## config.mk

```make
export PLATFORM = sky130hd
export DESIGN_NAME = bpi_indicator
export DESIGN_NICKNAME = d
export VERILOG_FILES = /design/src/rtl/bpi_pkg.sv /design/src/rtl/bpi_indicator.sv
export SDC_FILE = /design/constraint.sdc
export NUM_CORES = 1
export LEC_CHECK = 0
export BUFFER_PORTS_ARGS = -buffer_cell sky130_fd_sc_hd__buf_4
export CORE_MARGIN = 1
export CORE_UTILIZATION = 45
export CTS_CLUSTER_DIAMETER = 120
export DETAILED_ROUTE_END_ITERATION = 6
export PLACE_DENSITY = 0.76
export SLEW_MARGIN = 10
export SYNTH_ARGS = -nofsm -noshare
export SYNTH_HDL_FRONTEND = slang
export SYNTH_SLANG_ARGS = --single-unit
```

## constraint.sdc

```tcl
create_clock -name clk -period 3.7 [get_ports clk]
set_input_delay 0.185 -clock clk [delete_from_list [all_inputs] [get_ports clk]]
set_output_delay 0.185 -clock clk [all_outputs]
set_load 0.02 [all_outputs]
```

## src/rtl/bpi_pkg.sv

```systemverilog
// Package for the boot progress indicator: port address, code classes, pattern timing.
// Assumes a 40 MHz system clock; durations are given in ms here and converted to cycle counts in the indicator.
package bpi_pkg;
    localparam int CLK_HZ = 40000000;
    localparam logic [15:0] PROGRESS_PORT_ADDR = 16'h0080;
    localparam logic [7:0] PROGRESS_RESET = 8'h00;
    localparam int TONE_MAIN_HZ = 932;
    localparam int TONE_HIGH_HZ = 2000;
    localparam int TONE_LOW_HZ = 1500;
    localparam int TONE_MAIN_HALF = CLK_HZ / (2 * TONE_MAIN_HZ);
    localparam int TONE_HIGH_HALF = CLK_HZ / (2 * TONE_HIGH_HZ);
    localparam int TONE_LOW_HALF = CLK_HZ / (2 * TONE_LOW_HZ);
    localparam int PROMPT_MS = 500;
    localparam int PULSE_MS = 1000;
    localparam int PAUSE_MS = 2500;
    localparam int BLINK_MS = 250;
    localparam int UPDATE_MS = 500;
    localparam int VIDEO_BEEPS = 2;
    localparam int MEMORY_BEEPS = 3;
    localparam int VIDEO_TONE_ROUNDS = 2;
    localparam int THERMAL_TONES = 8;
    localparam logic [7:0] CODE_BOOT_FAIL = 8'hEF;
    localparam logic [7:0] CODE_CPU_EXCEPTION = 8'hFF;
    localparam logic [3:0] FATAL_LOW_NIBBLE = 4'hF;

    typedef enum logic [3:0] {
        BPI_CAT_DEBUG, BPI_CAT_CPU, BPI_CAT_MEMORY, BPI_CAT_RECOVERY, BPI_CAT_BUS,
        BPI_CAT_OUTPUT, BPI_CAT_INPUT, BPI_CAT_BOOT_MEDIA, BPI_CAT_BOOT_SELECT,
        BPI_CAT_MISC, BPI_CAT_RESERVED
    } bpi_category_t;

    typedef enum logic [2:0] {
        BPI_PAT_IDLE, BPI_PAT_PROMPT, BPI_PAT_UPDATE, BPI_PAT_VIDEO, BPI_PAT_MEMORY, BPI_PAT_THERMAL
    } bpi_pattern_t;

    typedef struct packed {
        logic prompt;
        logic updateStart;
        logic updateDone;
        logic videoFault;
        logic memoryFault;
        logic thermalTrip;
    } bpi_request_t;

    typedef struct packed {
        logic [6:0] segHigh;
        logic [6:0] segLow;
    } bpi_display_t;
endpackage

```

## src/rtl/bpi_indicator.sv

```systemverilog
// Boot progress indicator: progress code latch, code classifier, beep and LED patterns.
// Assumes host I/O writes and pattern requests arrive synchronous to clk as one-cycle strobes.
//
// Overview of operation
// - Prompt request gives one 0.5 s 932 Hz tone.
// - Video fault: two beeps, pause, twice, stop.
// - Memory fault: three beeps, pause, forever.
// - Thermal: eight alternating high/low tones, then shutdown.
// - Update: speaker silent, LED off then toggles.
// - Video fault LED: two blinks, pause, forever.
// - Memory fault LED: three blinks, pause, forever.
// - Thermal: two quarter-second blinks per tone.
// - Latch last code written to PROGRESS_PORT_ADDR.
// - Show held code as two hex digits.
// - Classify held code by upper hex digit.
// - Flag xF codes as fatal, except in debug, boot select, misc and reserved classes.
// - EF boot failure, FF exception, E0-EE benign.
`timescale 1ns/100ps
module bpi_indicator
    import bpi_pkg::*;
#(
    parameter int CLK_RATE = CLK_HZ
) (
    input wire logic clk,
    input wire logic rst,
    input wire logic ioWrite,
    input wire logic ioRead,
    input wire logic [15:0] ioAddr,
    input wire logic [7:0] ioWdata,
    input wire bpi_request_t request,
    output logic [7:0] ioRdata,
    output logic [7:0] heldCode,
    output bpi_display_t display,
    output bpi_category_t category,
    output logic fatalError,
    output logic bootFail,
    output logic cpuException,
    output logic speaker,
    output logic powerLed,
    output logic shutdownReq,
    output logic patternBusy
);
    localparam int MS_CYC = CLK_RATE / 1000;
    localparam logic [27:0] PROMPT_CYC = 28'(PROMPT_MS * MS_CYC);
    localparam logic [27:0] PULSE_CYC = 28'(PULSE_MS * MS_CYC);
    localparam logic [27:0] PAUSE_CYC = 28'(PAUSE_MS * MS_CYC);
    localparam logic [27:0] BLINK_CYC = 28'(BLINK_MS * MS_CYC);
    localparam logic [27:0] UPDATE_CYC = 28'(UPDATE_MS * MS_CYC);
    localparam logic [15:0] MAIN_HALF = 16'(CLK_RATE / (2 * TONE_MAIN_HZ));
    localparam logic [15:0] HIGH_HALF = 16'(CLK_RATE / (2 * TONE_HIGH_HZ));
    localparam logic [15:0] LOW_HALF = 16'(CLK_RATE / (2 * TONE_LOW_HZ));

    function automatic logic [6:0] hex_to_seg(input logic [3:0] nib);
        case (nib)
            4'h0: hex_to_seg = 7'h3F;
            4'h1: hex_to_seg = 7'h06;
            4'h2: hex_to_seg = 7'h5B;
            4'h3: hex_to_seg = 7'h4F;
            4'h4: hex_to_seg = 7'h66;
            4'h5: hex_to_seg = 7'h6D;
            4'h6: hex_to_seg = 7'h7D;
            4'h7: hex_to_seg = 7'h07;
            4'h8: hex_to_seg = 7'h7F;
            4'h9: hex_to_seg = 7'h6F;
            4'hA: hex_to_seg = 7'h77;
            4'hB: hex_to_seg = 7'h7C;
            4'hC: hex_to_seg = 7'h39;
            4'hD: hex_to_seg = 7'h5E;
            4'hE: hex_to_seg = 7'h79;
            default: hex_to_seg = 7'h71;
        endcase
    endfunction

    function automatic bpi_category_t classify(input logic [3:0] hi);
        case (hi)
            4'h0: classify = BPI_CAT_DEBUG;
            4'h1: classify = BPI_CAT_CPU;
            4'h2: classify = BPI_CAT_MEMORY;
            4'h3: classify = BPI_CAT_RECOVERY;
            4'h5: classify = BPI_CAT_BUS;
            4'h7: classify = BPI_CAT_OUTPUT;
            4'h9: classify = BPI_CAT_INPUT;
            4'hB: classify = BPI_CAT_BOOT_MEDIA;
            4'hD: classify = BPI_CAT_BOOT_SELECT;
            4'hE, 4'hF: classify = BPI_CAT_MISC;
            default: classify = BPI_CAT_RESERVED;
        endcase
    endfunction

    logic [7:0] code_reg;
    logic hit;
    bpi_category_t catNext;
    logic fatalNext;
    assign hit = (ioAddr == PROGRESS_PORT_ADDR);
    assign catNext = classify(code_reg[7:4]);
    assign fatalNext = (code_reg[3:0] == FATAL_LOW_NIBBLE) && (catNext != BPI_CAT_RESERVED)
        && (catNext != BPI_CAT_DEBUG) && (catNext != BPI_CAT_BOOT_SELECT) && (catNext != BPI_CAT_MISC);

    // The code is held across a halt because nothing but reset or a new write touches it.
    always_ff @(posedge clk or posedge rst) begin
        if (rst) begin
            code_reg <= PROGRESS_RESET;
        end else if (ioWrite && hit) begin
            code_reg <= ioWdata;
        end
    end

    always_ff @(posedge clk or posedge rst) begin
        if (rst) begin
            ioRdata <= 8'h00;
        end else if (ioRead && hit) begin
            ioRdata <= code_reg;
        end
    end

    always_ff @(posedge clk or posedge rst) begin
        if (rst) begin
            heldCode <= PROGRESS_RESET;
            display <= '0;
            category <= BPI_CAT_DEBUG;
            fatalError <= 1'b0;
            bootFail <= 1'b0;
            cpuException <= 1'b0;
        end else begin
            heldCode <= code_reg;
            display.segHigh <= hex_to_seg(code_reg[7:4]);
            display.segLow <= hex_to_seg(code_reg[3:0]);
            category <= catNext;
            fatalError <= fatalNext;
            bootFail <= (code_reg == CODE_BOOT_FAIL);
            cpuException <= (code_reg == CODE_CPU_EXCEPTION);
        end
    end

    // Pattern sequencer: a phase counter runs down one phase; step index counts on, off and pause phases, round index counts rounds.
    bpi_pattern_t pat_reg;
    logic [27:0] phaseCnt_reg;
    logic [4:0] step_reg;
    logic [1:0] round_reg;
    logic toneOn_reg;
    logic toneHigh_reg;
    logic phaseEnd;
    logic [4:0] beeps;
    assign phaseEnd = (phaseCnt_reg == 28'h0000000);
    assign beeps = (pat_reg == BPI_PAT_VIDEO) ? 5'(VIDEO_BEEPS) : 5'(MEMORY_BEEPS);

    always_ff @(posedge clk or posedge rst) begin
        if (rst) begin
            pat_reg <= BPI_PAT_IDLE;
            phaseCnt_reg <= 28'h0000000;
            step_reg <= 5'h00;
            round_reg <= 2'h0;
            toneOn_reg <= 1'b0;
            toneHigh_reg <= 1'b0;
            powerLed <= 1'b0;
            shutdownReq <= 1'b0;
        end else if (request.thermalTrip) begin
            pat_reg <= BPI_PAT_THERMAL;
            phaseCnt_reg <= BLINK_CYC - 28'h0000001;
            step_reg <= 5'h00;
            toneOn_reg <= 1'b1;
            toneHigh_reg <= 1'b1;
            powerLed <= 1'b1;
        end else if (pat_reg != BPI_PAT_THERMAL && (request.memoryFault || request.videoFault)) begin
            pat_reg <= request.memoryFault ? BPI_PAT_MEMORY : BPI_PAT_VIDEO;
            phaseCnt_reg <= PULSE_CYC - 28'h0000001;
            step_reg <= 5'h00;
            round_reg <= 2'h0;
            toneOn_reg <= 1'b1;
            toneHigh_reg <= 1'b0;
            powerLed <= 1'b1;
        end else if (pat_reg == BPI_PAT_IDLE && request.updateStart) begin
            pat_reg <= BPI_PAT_UPDATE;
            phaseCnt_reg <= UPDATE_CYC - 28'h0000001;
            toneOn_reg <= 1'b0;
            powerLed <= 1'b0;
        end else if (pat_reg == BPI_PAT_IDLE && request.prompt) begin
            pat_reg <= BPI_PAT_PROMPT;
            phaseCnt_reg <= PROMPT_CYC - 28'h0000001;
            toneOn_reg <= 1'b1;
            toneHigh_reg <= 1'b0;
        end else begin
            if (!phaseEnd) begin
                phaseCnt_reg <= phaseCnt_reg - 28'h0000001;
            end
            case (pat_reg)
                BPI_PAT_PROMPT: begin
                    if (phaseEnd) begin
                        toneOn_reg <= 1'b0;
                        pat_reg <= BPI_PAT_IDLE;
                    end
                end
                BPI_PAT_UPDATE: begin
                    if (request.updateDone) begin
                        pat_reg <= BPI_PAT_IDLE;
                        powerLed <= 1'b0;
                    end else if (phaseEnd) begin
                        powerLed <= ~powerLed;
                        phaseCnt_reg <= UPDATE_CYC - 28'h0000001;
                    end
                end
                BPI_PAT_VIDEO, BPI_PAT_MEMORY: begin
                    if (phaseEnd) begin
                        // Even steps are on-phases, odd steps off-phases, the last step the pause.
                        if (step_reg == 5'(beeps * 5'h02)) begin
                            step_reg <= 5'h00;
                            phaseCnt_reg <= PULSE_CYC - 28'h0000001;
                            powerLed <= 1'b1;
                            if (round_reg != 2'h3) begin
                                round_reg <= round_reg + 2'h1;
                            end
                            // The round count saturates, so the old count is tested to keep video quiet for good.
                            toneOn_reg <= (pat_reg == BPI_PAT_MEMORY)
                                || (round_reg < 2'(VIDEO_TONE_ROUNDS - 1));
                        end else if (step_reg == 5'(beeps * 5'h02 - 5'h01)) begin
                            step_reg <= step_reg + 5'h01;
                            phaseCnt_reg <= PAUSE_CYC - 28'h0000001;
                            powerLed <= 1'b0;
                            toneOn_reg <= 1'b0;
                        end else begin
                            step_reg <= step_reg + 5'h01;
                            phaseCnt_reg <= PULSE_CYC - 28'h0000001;
                            powerLed <= step_reg[0];
                            toneOn_reg <= step_reg[0] && ((pat_reg == BPI_PAT_MEMORY)
                                || (round_reg < 2'(VIDEO_TONE_ROUNDS)));
                        end
                    end
                end
                BPI_PAT_THERMAL: begin
                    if (phaseEnd) begin
                        phaseCnt_reg <= BLINK_CYC - 28'h0000001;
                        powerLed <= ~powerLed;
                        if (step_reg[1:0] == 2'h3) begin
                            if (step_reg[4:2] == 3'(THERMAL_TONES - 1)) begin
                                pat_reg <= BPI_PAT_IDLE;
                                toneOn_reg <= 1'b0;
                                powerLed <= 1'b0;
                                shutdownReq <= 1'b1;
                            end else begin
                                toneHigh_reg <= ~toneHigh_reg;
                            end
                        end
                        step_reg <= step_reg + 5'h01;
                    end
                end
                default: begin
                    toneOn_reg <= 1'b0;
                end
            endcase
        end
    end

    logic [15:0] toneCnt_reg;
    logic [15:0] halfLimit;
    assign halfLimit = (pat_reg == BPI_PAT_THERMAL) ? (toneHigh_reg ? HIGH_HALF : LOW_HALF) : MAIN_HALF;

    // Square wave: the speaker toggles every half period of the chosen tone.
    always_ff @(posedge clk or posedge rst) begin
        if (rst) begin
            toneCnt_reg <= 16'h0000;
            speaker <= 1'b0;
        end else if (!toneOn_reg) begin
            toneCnt_reg <= 16'h0000;
            speaker <= 1'b0;
        end else if (toneCnt_reg >= halfLimit - 16'h0001) begin
            toneCnt_reg <= 16'h0000;
            speaker <= ~speaker;
        end else begin
            toneCnt_reg <= toneCnt_reg + 16'h0001;
        end
    end

    always_ff @(posedge clk or posedge rst) begin
        if (rst) begin
            patternBusy <= 1'b0;
        end else begin
            patternBusy <= (pat_reg != BPI_PAT_IDLE);
        end
    end

    property p_latch;
        @(posedge clk) disable iff (rst) (ioWrite && hit) |=> (code_reg == $past(ioWdata));
    endproperty
    a_latch: assert property (p_latch) else $error("Progress code not latched.");

    property p_hold;
        @(posedge clk) disable iff (rst) !(ioWrite && hit) |=> $stable(code_reg);
    endproperty
    a_hold: assert property (p_hold) else $error("Progress code changed without a write.");

    property p_seg;
        @(posedge clk) disable iff (rst) !$past(rst) |=> display.segLow == hex_to_seg($past(code_reg[3:0]));
    endproperty
    a_seg: assert property (p_seg) else $error("Low digit segments wrong.");

    property p_cat;
        @(posedge clk) disable iff (rst) (code_reg[7:4] == 4'h4) |=> category == BPI_CAT_RESERVED;
    endproperty
    a_cat: assert property (p_cat) else $error("Reserved range not classified.");

    property p_fatal;
        @(posedge clk) disable iff (rst) (code_reg == 8'h2F) |=> fatalError;
    endproperty
    a_fatal: assert property (p_fatal) else $error("Memory fatal code not flagged.");

    property p_misc;
        @(posedge clk) disable iff (rst) (code_reg == 8'hEE) |=> !fatalError && !bootFail;
    endproperty
    a_misc: assert property (p_misc) else $error("Benign misc code flagged.");

    property p_thermal;
        @(posedge clk) disable iff (rst) request.thermalTrip |=> pat_reg == BPI_PAT_THERMAL && powerLed;
    endproperty
    a_thermal: assert property (p_thermal) else $error("Thermal did not pre-empt.");

    property p_update_quiet;
        @(posedge clk) disable iff (rst) (pat_reg == BPI_PAT_UPDATE) |=> !speaker;
    endproperty
    a_update_quiet: assert property (p_update_quiet) else $error("Speaker active during update.");

    property p_prompt;
        @(posedge clk) disable iff (rst) (pat_reg == BPI_PAT_IDLE && request.prompt && !request.thermalTrip
            && !request.memoryFault && !request.videoFault && !request.updateStart) |=> toneOn_reg [*8];
    endproperty
    a_prompt: assert property (p_prompt) else $error("Prompt tone not started.");
endmodule

```

Yosys cells after proc, flatten, opt, wreduce, memory -nomap -nowiden
Memory sizes are Yosys's and may differ from the RTL's. A register that Yosys moved wholly into a read port is not among the register bits.
Index checks and enable logic that the tools add are counted.
W data, S select, Z words.
{ "word_totals": {"regBits": 91, "rom_bits": 288, "inputBits": 34, "out_inout_bits": 41, "elab_cells": 187, "mem_count": 3} }
{ "mem_list": {"columns": ["name", "words", "width", "rd", "rd_clocked_by_memory_dff", "wr", "line", "rtl"], "rows": [
  ["(name not given)", 16, 7, 1, 1, 0, "bpi_indicator.sv:54", "case (nib)"],
  ["(name not given)", 16, 7, 1, 1, 0, "bpi_indicator.sv:54", null],
  ["(name not given)", 16, 4, 1, 0, 0, "bpi_indicator.sv:75", "case (hi)"]
]} }
{ "classes": {"add_sub_neg": 6, "order_cmp": 3, "n_eq_ne": 37, "muxes": 78, "n_bitwise": 7, "n_reduce_logical": 35} }
{ "op_table": {"columns": ["cell", "count"], "rows": [
  ["$mux W28", 9],
  ["$pmux W28 S3", 1],
  ["$mux W27", 2],
  ["$ne A6 B6 Y1 const B", 7],
  ["$mux W5", 7],
  ["$mux W1", 34],
  ["$mux W16", 2],
  ["$mux W3", 10],
  ["$logic_not A28 Y1", 1],
  ["$ne A4 B4 Y1 const B", 7],
  ["$sub A28 B1 Y28 const B", 1],
  ["$reduce_bool A4 Y1", 5],
  ["$add A16 B1 Y16 const B", 1],
  ["$eq A16 B8 Y1 const B", 1],
  ["$eq A8 B8 Y1 const B", 2],
  ["$ge A16 B16 Y1", 1],
  ["$sub A15 B1 Y16 const B", 1],
  ["$mux W15", 1],
  ["$ne A5 B5 Y1 const B", 3],
  ["$reduce_and A5 Y1", 3],
  ["$mux W2", 7],
  ["$mux W13", 1],
  ["$reduce_and A6 Y1", 2],
  ["$logic_and A1 B1 Y1", 10],
  ["other kinds (29)", 47]
]} }

Logic depth before layout (Yosys ltp)
{ "logic_depth": {"word_depth": 12, "depth_mapped": 13, "ltp_nobuf": 10} }

Worst setup path before layout
No wires, ideal clock.
{ "synth_timing": {"kind": "register to register", "start": "register pat_reg[1]", "end": "register speaker", "setup_time_ps": 125, "arrival_time_ps": 2675, "required_ps": 3575, "slack_ps": 900, "stages_incl_launch_ff": 13, "n_path_buf": 3, "period_less_slack_ps": 2800, "path_cell_list": "dfrtp_1 and3b_1 clkbuf_1 inv_1 clkbuf_1 nor2_1 ha_1 a21o_1 a211oi_1 o211ai_1 a21o_1 clkbuf_1 mux2_2"} }
{ "synth_between": {"elab_chain_len": 5} }
{ "synth_lines": {"columns": ["item", "line", "rtl"], "rows": [
  ["start, declared", "bpi_indicator.sv:136", "bpi_pattern_t pat_reg;"],
  ["start signal, assigned", "bpi_indicator.sv:165", "pat_reg <= request.memoryFault ? BPI_PAT_MEMORY : BPI_PAT_VIDEO;"],
  ["$eq A3 B3 Y1", "bpi_indicator.sv:255", "assign halfLimit = (pat_reg == BPI_PAT_THERMAL) ? (toneHigh_reg ? HIGH_HALF : LOW_HALF) : MAIN_HALF;"],
  ["$mux W15", "bpi_indicator.sv:255", null],
  ["$sub A15 B1 Y16", "bpi_indicator.sv:265", "end else if (toneCnt_reg >= halfLimit - 16'h0001) begin"],
  ["$ge A16 B16 Y1", "bpi_indicator.sv:265", null],
  ["$ne A2 B1 Y1 (no source line)", null, null],
  ["end signal, assigned", "bpi_indicator.sv:267", "speaker <= ~speaker;"],
  ["end, declared", "bpi_indicator.sv:38", "output logic speaker,"]
]} }
No other way between the ends.
A chain may end at the register's enable or synchronous reset.

Worst setup path in the final report
Ends and elaborated chain as after synthesis.

==> flow_summary.yaml <==
routing:
  vias: 5206
  via_per_inst: 5.83
  wl_per_cell_um: 16.9
  dr.first_iter.drc_count: 495
  antenna_left: 0
  drt-total-wl_um: 15100
  drtPass1Iterations: 7
  drc_errors: 0
setup_path:
  end_kind: "flip-flop"
  path_cells: "and3b_1 > nand2_1 > inv_1 > ha_1 > nand2b_1 > a21o_1 > a211oi_1 > o211ai_1 > a21o_1 > mux2_2"
  start_kind: "flip-flop"
  arrival_ns: 3.42
  path_max_fanout: 20
  rrSetupSlack_ns: 0.52
  critPathMaxStageDelay_ns: 0.60
  crit_family: "compound AO/OA/AOI/OAI gates"
  critPathBufInv: 1
  slowest_stage: "dfrtp_1"
  critical_path_class: "reg2reg"
  timing.critical_path.mode_cell: "a21o_1"
  required_ns: 3.94
yosys:
  synth_xor_area_share_pct: 4.80
  syn-cell-area_um2: 6020
  synth_compound_area_share_pct: 15.9
  ys.flop_type: "dfrtp_1"
  ys_top_cells_by_area: "dfrtp_1, ha_1, nor2_1, a21oi_1, nand2_1"
  yosys.area.top_type: "dfrtp_1"
  synth_warnings: 0
  synth.top_cell.area_share_pct: 43.6
  synth-edff-count: 0
  netlist_instances: 648
  ys_ff_latch: 105
  ys_types: 69
  synth_area_per_cell_um2: 9.30
  syn_nets: 718
  yosys.area_share.simple_pct: 21.3
  synth_mux_area_share_pct: 3.30
  synthAdderAreaFrac_pct: 7.48
  async_reset_ff_share_pct: 100
  ys_seq_area_share_pct: 43.6
  synth_top_family_by_area: "simple AND/OR/NAND/NOR gates"
floorplan:
  die_h_um: 118
  start_util_pct: 47.0
  die-width_um: 118
  core-area_um2: 12800
  rows: 41
  die_area_um2: 13900
  pin_count: 75
power:
  powerDensity_nw_per_um2: 496
  power.internal_mw: 2.19
  comb_power_share_pct: 32.1
  p_leak_nw: 3.14
  clkPwrFrac_pct: 25.9
  p_seq_share_pct: 42.0
  switching_power_mw: 1.30
  worst_ir_drop_vdd_mv: 0.373
  switching_share_pct: 37.3
clocking:
  cts-htree-levels: 3
  cts_hold_buf: 0
  path_clk_slew_ns: 0.07
  clkSinkCount: 105
  cts_setup_buffers: 0
  ctsResizeCount: 0
  insertion_delay_ns: 0.36
  clockRootBuffer: "clkbuf_16"
  cts_tree: "yes"
  clock_path_buffers: 2
  cts_buffers: 9
global_route:
  grt_max_degree: 78
  grt_pass1_vias: 5083
  grt_util_all_layers_pct: 22.6
  grt_pass1_wl_um: 25100
  antenna_found_initial: 0
  gr-total-overflow: 0
cells_and_area:
  layout_commonest_cell: "dfrtp_1"
  layout_common_cells: "dfrtp_1, buf_4, nor2_1"
  drive_gt1_share_pct: 17.1
  n_antenna_cell: 0
  syn2layout_area_growth_pct: 16.8
  num-nets-final: 787
  multiInputGateArea_um2: 3180
  largest_reg_flops: 28
  fillers: 1170
  seq_area_um2: 2630
  post-route-util_pct: 54.9
sta:
  rsz0062_at_grt: "no"
  hold_viol_final: 0
  fin_crit_sh_pct: 86.0
  setup_viol: 0
  clock.fmax_mhz: 314
  skew_ns: 0.00516
  slew_viol_final: 0
  slew_headroom_pct: 36.4
  tightest_slew_ns: 0.953
  tns_ns: 0
  finalCriticalPeriod_ns: 3.18
worst_hold_path:
  min_path_type: "in2async"
outcome:
  status: "finished, final reports clean"
place:
  gp_congestion: 0.932
  placement.io_buffers: 74
  dp_hpwl_um: 10800
job:
  maxCapViolCount: 0
[synth_stat cells, types with 3 or more instances]
cell type / number
clkbuf_1: 21
a21o_1: 10
o21ai_1: 3
or3_1: 5
o211ai_1: 3
nor2b_1: 10
o22ai_1: 3
nand2_1: 57
nand2b_1: 10
nor2_1: 66
nand4_1: 9
nand3b_1: 3
xnor2_1: 18
o21a_1: 4
dfrtp_1: 105
or4_1: 4
and2_1: 4
inv_1: 32
nand3_1: 18
a22oi_1: 4
nor3_1: 14
o21ai_0: 31
xor2_1: 15
mux2_2: 13
nor3b_1: 7
and4_1: 3
and3_1: 7
a211oi_1: 7
mux2i_1: 3
a21oi_1: 44
a31oi_1: 15
ha_1: 36
nor4_1: 15
buf_2: 3
[layout make-up]
cell class / instances / area share (%)
multi-input cells: 485 / 45.1
repair buffers: 83 / 8.86
inverters: 33 / 1.80
clock inverters: 5 / 0.551
flip-flops and latches: 105 / 37.3
clock buffers: 10 / 3.25
well taps: 172 / 3.06
[final timing paths]
kind	startpoint	end	cells after the start
setup reg to reg	pat_reg[1]	speaker	10
hold / removal	rst	heldCode[3]	2
setup / recovery	pat_reg[1]	speaker	10
max in group asynchronous	rst	pat_reg[1]	3
hold reg to reg	shutdownReq	shutdownReq	1
min in group clk	ioWdata[6]	code_reg[6]	2
[power by group through the flow]
stage / Clock (mW) / Sequential (mW) / Combinational (mW)
2_1_floorplan: 0 / 1.43 / 0.808
3_3_place_gp: 0 / 1.47 / 1.05
3_5_place_dp: 0 / 1.48 / 1.10
4_1_cts: 0.923 / 1.46 / 1.10
5_1_grt: 0.967 / 1.49 / 1.25
6_report: 0.905 / 1.46 / 1.12
[metrics by stage]
step                      setup slack (ns)  cell area, um2  std cells  power, mW  hold WS [ns]
after global placement               0.700            6770        878       2.51         0.420
after global routing                 0.297            7040        893       3.70        0.0536
after CTS                            0.511            7040        893       3.49        0.0535
final                                0.520            7040        893       3.49        0.0334
after detailed placement             0.535            6770        878       2.58         0.422
after floorplan                      0.754            6020        648       2.24         0.332
[cells by family after synthesis]
logic type / Yosys count
AOI/OAI and AO/OA: 151
xor gates and xnor gates: 33
adders and majority gates: 36
buffers and inverters: 58
DFF: 105
muxes: 17
and+or+nand+nor: 248
[routing by layer]
metal | part of all wire, % | GRT usage [%]
met2 | 48 | 36.5
met1 | 43 | 29.4
met3 | 8.4 | 6.69
met4 | 1.5 | 6.17
met5 | 0 | 0
(Power assumes the default switching activity.)
